[config.mk]
export PLATFORM = sky130hd
export DESIGN_NAME = spfp_port
export DESIGN_NICKNAME = d
export VERILOG_FILES = /design/src/spfp_pkg.sv /design/src/spfp_port.sv
export SDC_FILE = /design/constraint.sdc
export NUM_CORES = 1
export LEC_CHECK = 0
export BUFFER_PORTS_ARGS = -buffer_cell sky130_fd_sc_hd__clkbuf_2
export CAP_MARGIN = 20
export CORE_MARGIN = 3
export CORE_UTILIZATION = 50
export CTS_CLUSTER_DIAMETER = 80
export DETAILED_ROUTE_END_ITERATION = 8
export GPL_ROUTABILITY_DRIVEN = 0
export GPL_TIMING_DRIVEN = 1
export PLACE_DENSITY = 0.7
export SETUP_SLACK_MARGIN = 0.5
export SYNTH_ARGS = -nofsm -noshare
export SYNTH_HDL_FRONTEND = slang
export SYNTH_SLANG_ARGS = --single-unit
[constraint.sdc]
create_clock -name clk_sys -period 3.1 [get_ports clk_sys]
set_input_delay 0.31 -clock clk_sys [delete_from_list [all_inputs] [get_ports clk_sys]]
set_output_delay 0.31 -clock clk_sys [all_outputs]
set_load 0.005 [all_outputs]
[src/spfp_pkg.sv]
// Package: register map, timing figures and pad group for the shared printer/floppy port
package spfp_pkg;

	// ----------------------------------------------------------------
	// Register byte addresses
	// ----------------------------------------------------------------
	localparam logic [7:0] ADDR_STATUS = 8'h00;
	localparam logic [7:0] ADDR_CONTROL = 8'h04;
	localparam logic [7:0] ADDR_MODE = 8'h08;
	localparam logic [7:0] ADDR_FLOPPY = 8'h0C;
	localparam logic [7:0] ADDR_STEP = 8'h10;
	localparam logic [7:0] ADDR_WDATA = 8'h14;
	localparam logic [7:0] ADDR_FSTAT = 8'h18;
	localparam logic [7:0] ADDR_IRQ_STAT = 8'h1C;
	localparam logic [7:0] ADDR_IRQ_MASK = 8'h20;

	// ----------------------------------------------------------------
	// Field positions
	// ----------------------------------------------------------------
	localparam int ST_NOT_BUSY = 7;
	localparam int ST_MEDIA = 5;
	localparam int ST_ONLINE = 4;
	localparam int ST_FAULT_N = 3;
	localparam int CT_AUTOFEED = 1;
	localparam int CT_INIT = 2;
	localparam int CT_CHOOSE = 3;
	localparam int MD_FLOPPY = 0;
	localparam int FL_SIDE1 = 0;
	localparam int FL_INWARD = 1;
	localparam int FL_MOTOR = 2;
	localparam int FL_GATE = 3;
	localparam int FS_STEPPING = 0;
	localparam int FS_WRITING = 1;
	localparam int IRQ_STEP_DONE = 0;
	localparam int IRQ_BYTE_DONE = 1;
	localparam int IRQ_READY = 2;

	// ----------------------------------------------------------------
	// Reset values
	// ----------------------------------------------------------------
	localparam logic [7:0] RST_CONTROL = 8'h04;
	localparam logic [7:0] RST_MODE = 8'h00;
	localparam logic [7:0] RST_FLOPPY = 8'h00;
	localparam logic [7:0] RST_IRQ_MASK = 8'h00;

	// ----------------------------------------------------------------
	// Timing
	// ----------------------------------------------------------------
	localparam int CLK_MHZ = 100;
	localparam int STEP_LOW_NS = 1000;
	localparam int STEP_GAP_NS = 3000;
	localparam int BIT_CELL_NS = 2000;
	localparam int FLUX_LOW_NS = 250;
	localparam int STEP_LOW_CYC = (STEP_LOW_NS * CLK_MHZ + 999) / 1000;
	localparam int STEP_GAP_CYC = (STEP_GAP_NS * CLK_MHZ + 999) / 1000;
	localparam int BIT_CELL_CYC = (BIT_CELL_NS * CLK_MHZ + 999) / 1000;
	localparam int FLUX_LOW_CYC = (FLUX_LOW_NS * CLK_MHZ + 999) / 1000;

	localparam logic [1:0] RESP_OKAY = 2'h0;
	localparam logic [1:0] RESP_SLVERR = 2'h2;

	// Four two-way pads, printer input vs floppy output
	typedef struct packed {
		logic faultSide;
		logic onlineGate;
		logic mediaWdata;
		logic busyMotor;
	} spfp_pad_t;

endpackage : spfp_pkg

[src/spfp_port.sv]
// Shared printer / floppy port with AXI4-Lite register access
// Function
// - Status bit 7 reads inverted busy
// - Status bit 5 reads out-of-paper input
// - Status bit 4 reads online input
// - Status bit 3 reads fault_n input
// - Auto feed output is inverse control bit1
// - Printer reset output follows control bit 2
// - Choose output is inverse control bit 3
// - Head side high for side 0
// - Direction high outward, low inward
// - One low step pulse per track
// - Write gate asserted just before write data
// - Write data falling edge per flux transition
// - Shared pin is motor select drive 1
//
// The address map and the AXI4-Lite interface to the registers were decided locally.
`timescale 1ns/1ps
module spfp_port #(
	parameter int STEP_LOW = spfp_pkg::STEP_LOW_CYC,
	parameter int STEP_GAP = spfp_pkg::STEP_GAP_CYC,
	parameter int BIT_CELL = spfp_pkg::BIT_CELL_CYC,
	parameter int FLUX_LOW = spfp_pkg::FLUX_LOW_CYC
) (
	input wire logic clk_sys,
	input wire logic rstn,
	input wire logic [7:0] s_axi_awaddr,
	input wire logic s_axi_awvalid,
	output logic s_axi_awready,
	input wire logic [31:0] s_axi_wdata,
	input wire logic [3:0] s_axi_wstrb,
	input wire logic s_axi_wvalid,
	output logic s_axi_wready,
	output logic [1:0] s_axi_bresp,
	output logic s_axi_bvalid,
	input wire logic s_axi_bready,
	input wire logic [7:0] s_axi_araddr,
	input wire logic s_axi_arvalid,
	output logic s_axi_arready,
	output logic [31:0] s_axi_rdata,
	output logic [1:0] s_axi_rresp,
	output logic s_axi_rvalid,
	input wire logic s_axi_rready,
	input wire spfp_pkg::spfp_pad_t padIn,
	output spfp_pkg::spfp_pad_t padOut,
	output spfp_pkg::spfp_pad_t padOe,
	output logic autoFeedMotorN,
	output logic initDir,
	output logic chooseStepN,
	output logic irq
);

	typedef enum logic [2:0] {
		SPFP_STEP_IDLE = 3'b001,
		SPFP_STEP_LOW = 3'b010,
		SPFP_STEP_GAP = 3'b100
	} spfp_step_t;

	typedef enum logic [1:0] {
		SPFP_WR_IDLE = 2'b01,
		SPFP_WR_CELL = 2'b10
	} spfp_wr_t;

	// ----------------------------------------------------------------
	// Pad input synchronisers
	// ----------------------------------------------------------------
	spfp_pkg::spfp_pad_t padMeta_ff;
	spfp_pkg::spfp_pad_t padSync_ff;
	logic busyPrev_ff;

	always_ff @(posedge clk_sys or negedge rstn) begin
		if (!rstn) begin
			padMeta_ff <= '0;
			padSync_ff <= '0;
			busyPrev_ff <= 1'b0;
		end else begin
			padMeta_ff <= padIn;
			padSync_ff <= padMeta_ff;
			busyPrev_ff <= padSync_ff.busyMotor;
		end
	end

	// ----------------------------------------------------------------
	// AXI4-Lite slave
	// ----------------------------------------------------------------
	logic awHeld_ff;
	logic wHeld_ff;
	logic [7:0] awAddr_ff;
	logic [7:0] wData_ff;
	logic wLane0_ff;
	logic awready_ff;
	logic wready_ff;
	logic bvalid_ff;
	logic [1:0] bresp_ff;
	logic arready_ff;
	logic rvalid_ff;
	logic [31:0] rdata_ff;
	logic [1:0] rresp_ff;
	logic doWrite;
	logic doRead;
	logic wrOk;
	logic rdOk;
	logic [7:0] rdByte;

	logic [7:0] control_ff;
	logic [7:0] mode_ff;
	logic [7:0] floppy_ff;
	logic [7:0] irqMask_ff;
	logic [7:0] irqStat_ff;
	logic [7:0] statusByte;
	logic [7:0] fstatByte;
	logic floppyMode;

	assign doWrite = awHeld_ff && wHeld_ff && !bvalid_ff;
	assign doRead = s_axi_arvalid && arready_ff;
	assign floppyMode = mode_ff[spfp_pkg::MD_FLOPPY];

	always_ff @(posedge clk_sys or negedge rstn) begin
		if (!rstn) begin
			awHeld_ff <= 1'b0;
			wHeld_ff <= 1'b0;
			awAddr_ff <= 8'h00;
			wData_ff <= 8'h00;
			wLane0_ff <= 1'b0;
			awready_ff <= 1'b1;
			wready_ff <= 1'b1;
			bvalid_ff <= 1'b0;
			bresp_ff <= spfp_pkg::RESP_OKAY;
		end else begin
			if (s_axi_awvalid && awready_ff) begin
				awHeld_ff <= 1'b1;
				awAddr_ff <= s_axi_awaddr;
				awready_ff <= 1'b0;
			end else if (doWrite) begin
				awHeld_ff <= 1'b0;
				awready_ff <= 1'b1;
			end
			if (s_axi_wvalid && wready_ff) begin
				wHeld_ff <= 1'b1;
				wData_ff <= s_axi_wdata[7:0];
				wLane0_ff <= s_axi_wstrb[0];
				wready_ff <= 1'b0;
			end else if (doWrite) begin
				wHeld_ff <= 1'b0;
				wready_ff <= 1'b1;
			end
			if (doWrite) begin
				bvalid_ff <= 1'b1;
				bresp_ff <= wrOk ? spfp_pkg::RESP_OKAY : spfp_pkg::RESP_SLVERR;
			end else if (s_axi_bready) begin
				bvalid_ff <= 1'b0;
			end
		end
	end

	always_comb begin
		unique case (awAddr_ff)
			spfp_pkg::ADDR_STATUS, spfp_pkg::ADDR_CONTROL, spfp_pkg::ADDR_MODE,
			spfp_pkg::ADDR_FLOPPY, spfp_pkg::ADDR_STEP, spfp_pkg::ADDR_WDATA,
			spfp_pkg::ADDR_FSTAT, spfp_pkg::ADDR_IRQ_STAT,
			spfp_pkg::ADDR_IRQ_MASK: wrOk = 1'b1;
			default: wrOk = 1'b0;
		endcase
	end

	always_comb begin
		rdOk = 1'b1;
		unique case (s_axi_araddr)
			spfp_pkg::ADDR_STATUS: rdByte = statusByte;
			spfp_pkg::ADDR_CONTROL: rdByte = control_ff;
			spfp_pkg::ADDR_MODE: rdByte = mode_ff;
			spfp_pkg::ADDR_FLOPPY: rdByte = floppy_ff;
			spfp_pkg::ADDR_STEP: rdByte = 8'h00;
			spfp_pkg::ADDR_WDATA: rdByte = 8'h00;
			spfp_pkg::ADDR_FSTAT: rdByte = fstatByte;
			spfp_pkg::ADDR_IRQ_STAT: rdByte = irqStat_ff;
			spfp_pkg::ADDR_IRQ_MASK: rdByte = irqMask_ff;
			default: begin
				rdByte = 8'h00;
				rdOk = 1'b0;
			end
		endcase
	end

	always_ff @(posedge clk_sys or negedge rstn) begin
		if (!rstn) begin
			arready_ff <= 1'b1;
			rvalid_ff <= 1'b0;
			rdata_ff <= 32'h00000000;
			rresp_ff <= spfp_pkg::RESP_OKAY;
		end else if (doRead) begin
			arready_ff <= 1'b0;
			rvalid_ff <= 1'b1;
			rdata_ff <= {24'h000000, rdByte};
			rresp_ff <= rdOk ? spfp_pkg::RESP_OKAY : spfp_pkg::RESP_SLVERR;
		end else if (rvalid_ff && s_axi_rready) begin
			arready_ff <= 1'b1;
			rvalid_ff <= 1'b0;
		end
	end

	// ----------------------------------------------------------------
	// Software registers
	// ----------------------------------------------------------------
	logic regWe;
	logic stepStart;
	logic byteStart;
	logic wrLoad;

	assign regWe = doWrite && wLane0_ff;

	// Printer status is a live view, not a stored value
	assign statusByte = {~padSync_ff.busyMotor,
		1'b0,
		padSync_ff.mediaWdata,
		padSync_ff.onlineGate,
		padSync_ff.faultSide,
		3'b000};

	always_ff @(posedge clk_sys or negedge rstn) begin
		if (!rstn) begin
			control_ff <= spfp_pkg::RST_CONTROL;
			mode_ff <= spfp_pkg::RST_MODE;
			floppy_ff <= spfp_pkg::RST_FLOPPY;
			irqMask_ff <= spfp_pkg::RST_IRQ_MASK;
		end else if (regWe) begin
			if (awAddr_ff == spfp_pkg::ADDR_CONTROL) begin
				control_ff <= wData_ff;
			end
			if (awAddr_ff == spfp_pkg::ADDR_MODE) begin
				mode_ff <= wData_ff;
			end
			if (awAddr_ff == spfp_pkg::ADDR_FLOPPY) begin
				floppy_ff <= wData_ff;
			end
			if (awAddr_ff == spfp_pkg::ADDR_IRQ_MASK) begin
				irqMask_ff <= wData_ff;
			end
		end
	end

	// ----------------------------------------------------------------
	// Step pulse engine
	// ----------------------------------------------------------------
	spfp_step_t stepState_ff;
	logic [7:0] stepLeft_ff;
	logic [15:0] stepCnt_ff;
	logic stepDone;

	assign stepStart = regWe && awAddr_ff == spfp_pkg::ADDR_STEP && floppyMode
		&& stepState_ff == SPFP_STEP_IDLE && wData_ff != 8'h00;
	assign stepDone = stepState_ff == SPFP_STEP_GAP && stepCnt_ff == 16'h0000
		&& stepLeft_ff == 8'h00;

	always_ff @(posedge clk_sys or negedge rstn) begin
		if (!rstn) begin
			stepState_ff <= SPFP_STEP_IDLE;
			stepLeft_ff <= 8'h00;
			stepCnt_ff <= 16'h0000;
		end else if (!floppyMode) begin
			stepState_ff <= SPFP_STEP_IDLE;
			stepLeft_ff <= 8'h00;
		end else begin
			unique case (stepState_ff)
				SPFP_STEP_IDLE: begin
					if (stepStart) begin
						stepState_ff <= SPFP_STEP_LOW;
						stepLeft_ff <= wData_ff - 8'h01;
						stepCnt_ff <= 16'(STEP_LOW - 1);
					end
				end
				SPFP_STEP_LOW: begin
					if (stepCnt_ff == 16'h0000) begin
						stepState_ff <= SPFP_STEP_GAP;
						stepCnt_ff <= 16'(STEP_GAP - 1);
					end else begin
						stepCnt_ff <= stepCnt_ff - 16'h0001;
					end
				end
				SPFP_STEP_GAP: begin
					// One low pulse per track, then a settle gap
					if (stepCnt_ff != 16'h0000) begin
						stepCnt_ff <= stepCnt_ff - 16'h0001;
					end else if (stepLeft_ff == 8'h00) begin
						stepState_ff <= SPFP_STEP_IDLE;
					end else begin
						stepState_ff <= SPFP_STEP_LOW;
						stepLeft_ff <= stepLeft_ff - 8'h01;
						stepCnt_ff <= 16'(STEP_LOW - 1);
					end
				end
			endcase
		end
	end

	// ----------------------------------------------------------------
	// Write data serialiser
	// ----------------------------------------------------------------
	spfp_wr_t wrState_ff;
	logic [7:0] wrShift_ff;
	logic [2:0] wrBit_ff;
	logic [15:0] wrCnt_ff;
	logic gateLead_ff;
	logic gateOn;
	logic byteDone;
	logic fluxLow;

	assign gateOn = floppyMode && floppy_ff[spfp_pkg::FL_GATE];
	// Data only moves once the gate has led by at least one cycle
	assign wrLoad = regWe && awAddr_ff == spfp_pkg::ADDR_WDATA && gateLead_ff
		&& wrState_ff == SPFP_WR_IDLE;
	assign byteStart = wrLoad;
	assign byteDone = wrState_ff == SPFP_WR_CELL && wrCnt_ff == 16'h0000
		&& wrBit_ff == 3'h0 && gateOn;
	assign fluxLow = wrState_ff == SPFP_WR_CELL && wrShift_ff[7]
		&& wrCnt_ff >= 16'(BIT_CELL - FLUX_LOW);

	always_ff @(posedge clk_sys or negedge rstn) begin
		if (!rstn) begin
			gateLead_ff <= 1'b0;
			wrState_ff <= SPFP_WR_IDLE;
			wrShift_ff <= 8'h00;
			wrBit_ff <= 3'h0;
			wrCnt_ff <= 16'h0000;
		end else begin
			gateLead_ff <= gateOn;
			unique case (wrState_ff)
				SPFP_WR_IDLE: begin
					if (byteStart) begin
						wrState_ff <= SPFP_WR_CELL;
						wrShift_ff <= wData_ff;
						wrBit_ff <= 3'h7;
						wrCnt_ff <= 16'(BIT_CELL - 1);
					end
				end
				SPFP_WR_CELL: begin
					// Dropping the gate abandons the byte mid-way
					if (!gateOn) begin
						wrState_ff <= SPFP_WR_IDLE;
					end else if (wrCnt_ff != 16'h0000) begin
						wrCnt_ff <= wrCnt_ff - 16'h0001;
					end else if (wrBit_ff == 3'h0) begin
						wrState_ff <= SPFP_WR_IDLE;
					end else begin
						wrShift_ff <= {wrShift_ff[6:0], 1'b0};
						wrBit_ff <= wrBit_ff - 3'h1;
						wrCnt_ff <= 16'(BIT_CELL - 1);
					end
				end
			endcase
		end
	end

	assign fstatByte = {6'h00, wrState_ff == SPFP_WR_CELL, stepState_ff != SPFP_STEP_IDLE};

	// ----------------------------------------------------------------
	// Interrupts
	// ----------------------------------------------------------------
	logic [7:0] irqEvents;
	logic irqRead;
	logic irq_ff;

	assign irqEvents = {5'h00,
		!floppyMode && busyPrev_ff && !padSync_ff.busyMotor,
		byteDone,
		stepDone};
	assign irqRead = doRead && s_axi_araddr == spfp_pkg::ADDR_IRQ_STAT;

	always_ff @(posedge clk_sys or negedge rstn) begin
		if (!rstn) begin
			irqStat_ff <= 8'h00;
			irq_ff <= 1'b0;
		end else begin
			// An event in the clearing cycle survives the read
			irqStat_ff <= (irqRead ? 8'h00 : irqStat_ff) | irqEvents;
			irq_ff <= |(irqStat_ff & irqMask_ff);
		end
	end

	// ----------------------------------------------------------------
	// Pin drivers
	// ----------------------------------------------------------------
	spfp_pkg::spfp_pad_t padOut_ff;
	spfp_pkg::spfp_pad_t padOe_ff;
	logic autoFeedMotorN_ff;
	logic initDir_ff;
	logic chooseStepN_ff;

	always_ff @(posedge clk_sys or negedge rstn) begin
		if (!rstn) begin
			padOut_ff <= '1;
			padOe_ff <= '0;
			autoFeedMotorN_ff <= 1'b1;
			initDir_ff <= 1'b1;
			chooseStepN_ff <= 1'b1;
		end else if (floppyMode) begin
			padOe_ff <= '1;
			padOut_ff.busyMotor <= ~floppy_ff[spfp_pkg::FL_MOTOR];
			padOut_ff.mediaWdata <= ~fluxLow;
			padOut_ff.onlineGate <= ~gateOn;
			padOut_ff.faultSide <= ~floppy_ff[spfp_pkg::FL_SIDE1];
			autoFeedMotorN_ff <= ~floppy_ff[spfp_pkg::FL_MOTOR];
			initDir_ff <= ~floppy_ff[spfp_pkg::FL_INWARD];
			chooseStepN_ff <= stepState_ff != SPFP_STEP_LOW;
		end else begin
			// Printer side only listens on the two-way pads
			padOe_ff <= '0;
			padOut_ff <= '1;
			autoFeedMotorN_ff <= ~control_ff[spfp_pkg::CT_AUTOFEED];
			initDir_ff <= control_ff[spfp_pkg::CT_INIT];
			chooseStepN_ff <= ~control_ff[spfp_pkg::CT_CHOOSE];
		end
	end

	assign s_axi_awready = awready_ff;
	assign s_axi_wready = wready_ff;
	assign s_axi_bvalid = bvalid_ff;
	assign s_axi_bresp = bresp_ff;
	assign s_axi_arready = arready_ff;
	assign s_axi_rvalid = rvalid_ff;
	assign s_axi_rdata = rdata_ff;
	assign s_axi_rresp = rresp_ff;
	assign padOut = padOut_ff;
	assign padOe = padOe_ff;
	assign autoFeedMotorN = autoFeedMotorN_ff;
	assign initDir = initDir_ff;
	assign chooseStepN = chooseStepN_ff;
	assign irq = irq_ff;

endmodule : spfp_port

==> summary.txt <==
Run status
  • Status: finished clean

Power
  • Leakage: 3.855 nW
  • PD cells: 631.9 nW/um2
  • VDD IR max: 0.8185 mV

Yosys
  • FF+latch count, synth: 144
  • Netlist Area Pre-Place: 7027 um2
  • Post-synth top area cell: dfrtp_1
  • Seq/Total Area, Yosys: 0.5151
  • Top post-synthesis cells by count: dfrtp_1, nand2_1, nor2_1
  • Syn Area/Cell: 10.63 um2
  • Most common cell in the netlist: dfrtp_1
  • Post-Synthesis Cells: 661
  • Asr flop ratio synth: 1.000
  • Post-synth EDFFs: 0
  • Share of the synthesized area in the top cell type: 0.4665
  • Top post-synthesis cells by area: dfrtp_1, mux2_2, dfstp_2
  • Ys flop type: dfrtp_1
  • Yosys warns: 0
  • Netlist cell types: 66

GRT
  • Remaining Overflow, GRT: 0
  • Vias in the first global route: 5340
  • First-pass GRT wire length: 26.52 mm
  • Gr usage total: 0.2109
  • Initial antenna violation count: 0
  • Largest net degree at the start of global routing: 78

Routing
  • Routed vias: 5386
  • Drt via density: 5.816
  • Routed WL: 16.25 mm
  • Detailed router's first-iteration violation count: 456
  • Post-DR wirelength/cell: 17.55 um
  • Antenna viol nets, final: 0
  • TritonRoute pass-1 iters: 5
  • Drt drc: 0

Clocking
  • Reg clk slew, reported paths: 60 ps
  • Num CTS Buffers: 17
  • Worst skew pair latency: 420 ps
  • TritonCTS Sinks: 144
  • Max Root-Sink Buffers: 2
  • H-tree Lvls: 4
  • CTS tree: done
  • Root Buffer: clkbuf_16

Setup path
  • CP max stage delay: 620 ps
  • R2r setup slk: 540 ps
  • Delay-heaviest family, CP: simple AND/OR/NAND/NOR gates
  • Critical Path Start Type: register
  • Critical path type: reg2reg
  • R2R Path Start: s_axi_bvalid$_DFFE_PN0P_
  • RR Endpoint: control_ff[1]$_DFFE_PN0P_
  • WP data required: 3400 ps
  • WP buf/inv: 0
  • Critical Path Slowest Stage Cell: nand4b_1
  • Cells along the critical path: nand3b_1, nor3b_1, nand4b_1, mux2_2
  • CP endpoint kind: register
  • Crit-path max FO: 9
  • Crit path DAT: 2860 ps
  • Worst setup path start: s_axi_bvalid$_DFFE_PN0P_
  • FF-to-FF path depth: 4

Finish
  • Final Cell Area: 8179 um2
  • Area growth from synthesis to layout: 16.40%
  • Number of inserted diodes: 0
  • Ratio of cells with drive above 1 in the final layout: 0.2680
  • Nets: 808
  • Core Util, Final: 0.6056
  • Fillers: 1097

STA
  • Setup Skew: 9.309 ps
  • Max frequency: 390.7 MHz
  • Final Cycle Share: 0.8257
  • Final Hold Viols: 0
  • Max Slew Vio Count: 0
  • Relative slew margins: 0.5356
  • Final number of setup-violating endpoints: 0
  • Unrepaired setup endpoints after global routing: yes
  • Worst-margin pin slew: 696.6 ps
  • Fin crit period: 2560 ps
  • TNS Setup: 0 ps
  • Hold Slack: 43.05 ps

Die
  • Ports: 116
  • Die X: 124.5 um
  • DIE HEIGHT: 124.5 um
  • Die area: 15510 um2
  • Core area: 13510 um2
  • Initial core utilization: 0.5203
  • Core Rows: 42

Placement
  • PortBufs: 62
  • Post-placement cell area: 7436 um2
  • Post-detail-place hpwl: 11.22 mm

Worst hold path
  • WHS Path Cells: 2
  • HP Class: in2reg
  • Hold Crit Start: s_axi_wvalid
  • Worst Hold Path EP: s_axi_wready$_DFFE_PN1P_

Job
  • Max-cap violations: 0
## logic make-up (layout without fill, tap and decap cells)
logic type / Yosys count / after routing / synth area share
compound gates: 118 / 118 / 0.1125
buf+inv: 76 / 140 / 0.06054
other cells: 1 / 26 / 0.0005337
xor+xnor: 23 / 23 / 0.02867
mux: 54 / 54 / 0.08565
simple gates: 237 / 237 / 0.1827
fa+ha+maj: 8 / 8 / 0.01425
flops: 144 / 144 / 0.5151
## report_power, final
| part | internal [mW] | switching [mW] |
|---|---|---|
| combinational | 0.344 | 0.379 |
| clock | 1.34 | 0.793 |
| sequential | 2.08 | 0.230 |
## registers in the layout (all words and copies together), names as in the netlist, 4 cells and up
register     cells
awAddr_ff        8
control_ff       8
floppy_ff        8
irqMask_ff       8
mode_ff          8
padMeta_ff       4
padOut           4
padSync_ff       4
s_axi_rdata      8
stepCnt_ff      16
stepLeft_ff      8
wData_ff         8
wrCnt_ff        16
wrShift_ff       8
## placed cells by master, fill, tap and decap left out, types with 4 or more instances in the layout
cell,Yosys,layout
dfrtp_1,131,131
clkbuf_2,0,61
nand2_1,55,55
nor2_1,55,54
mux2_2,49,49
o21ai_0,33,33
conb_1,1,26
a21oi_1,25,25
inv_1,19,19
buf_4,29,19
clkbuf_16,0,17
nor3_1,16,16
nand3_1,16,15
nand4_1,14,14
xor2_1,13,13
dfstp_2,13,13
nor4_1,14,11
a31oi_1,11,11
nand2b_1,10,10
xnor2_1,10,10
or3_1,9,9
a21o_1,8,8
a22o_1,8,8
ha_1,8,8
a222oi_1,6,6
nand3b_1,6,6
a22oi_1,6,6
mux2i_1,5,5
dlygate4sd3_1,0,5
nor2b_1,4,4
nor3b_1,4,4
or4_4,4,4
or4_1,4,4
o41ai_1,4,4
nor4b_1,4,4
## worst max path at each step
| stage | end | slack (ps) | cells past startpoint |
|---|---|---|---|
| 2_1_floorplan | stepCnt_ff[8]$_DFFE_PN0P_ | 760 | 8 |
| 3_3_place_gp | stepCnt_ff[4]$_DFFE_PN0P_ | 500 | 8 |
| 3_5_place_dp | stepCnt_ff[10]$_DFFE_PN0P_ | 470 | 8 |
| 4_1_cts | stepCnt_ff[4]$_DFFE_PN0P_ | 520 | 8 |
| 5_1_grt | stepCnt_ff[10]$_DFFE_PN0P_ | 460 | 8 |
| 6_report | control_ff[1]$_DFFE_PN0P_ | 540 | 4 |
## per-layer routing
| layer | track usage | vias to the layer above | share of wire |
|---|---|---|---|
| met4 | 0.07415 | 0 | 0.016 |
| met2 | 0.3508 | 183 | 0.50 |
| met3 | 0.05103 | 26 | 0.056 |
| met5 | 0 | - | 0 |
| li1 | - | 2499 | - |
| met1 | 0.2701 | 2678 | 0.43 |
## worst register-to-register path, stage by stage, from the launching register on
cell      delay, ps
dfrtp_1         400
nand3b_1        380
nor3b_1         550
nand4b_1        620
mux2_2          490
## through the flow
stage               setup WS [ps]  std cells  power [mW]
floorplan                   764.1        686       2.767
global placement            501.4        885       3.013
detailed placement          470.4        885       3.055
CTS                         520.8        923       5.197
global route                458.4        926       5.410
finish                      540.3        926       5.169
## layout make-up
type                    instances  area, um2  area share
flip-flops and latches        144       3620      0.4426
multi-input cells             466       3104      0.3795
repair buffers                 87      529.3     0.06471
clock buffers                  21      470.5     0.05752
well taps                     176      220.2     0.02692
clock inverters                11      151.4     0.01851
inverters                      21      83.83     0.01025
## what timing repair did
action / 4_1_cts / 5_1_grt
endpoints found under the setup margin: 3 / 35
hold buffers: 5 / 0
gates cloned: 0 / 0
setup buffers: 1 / 3
gates resized for setup: 0 / 6
pin swaps: 1 / 3
endpoints found under the hold margin: 72 / 0
Note: power is estimated with default switching activity, not from simulation.
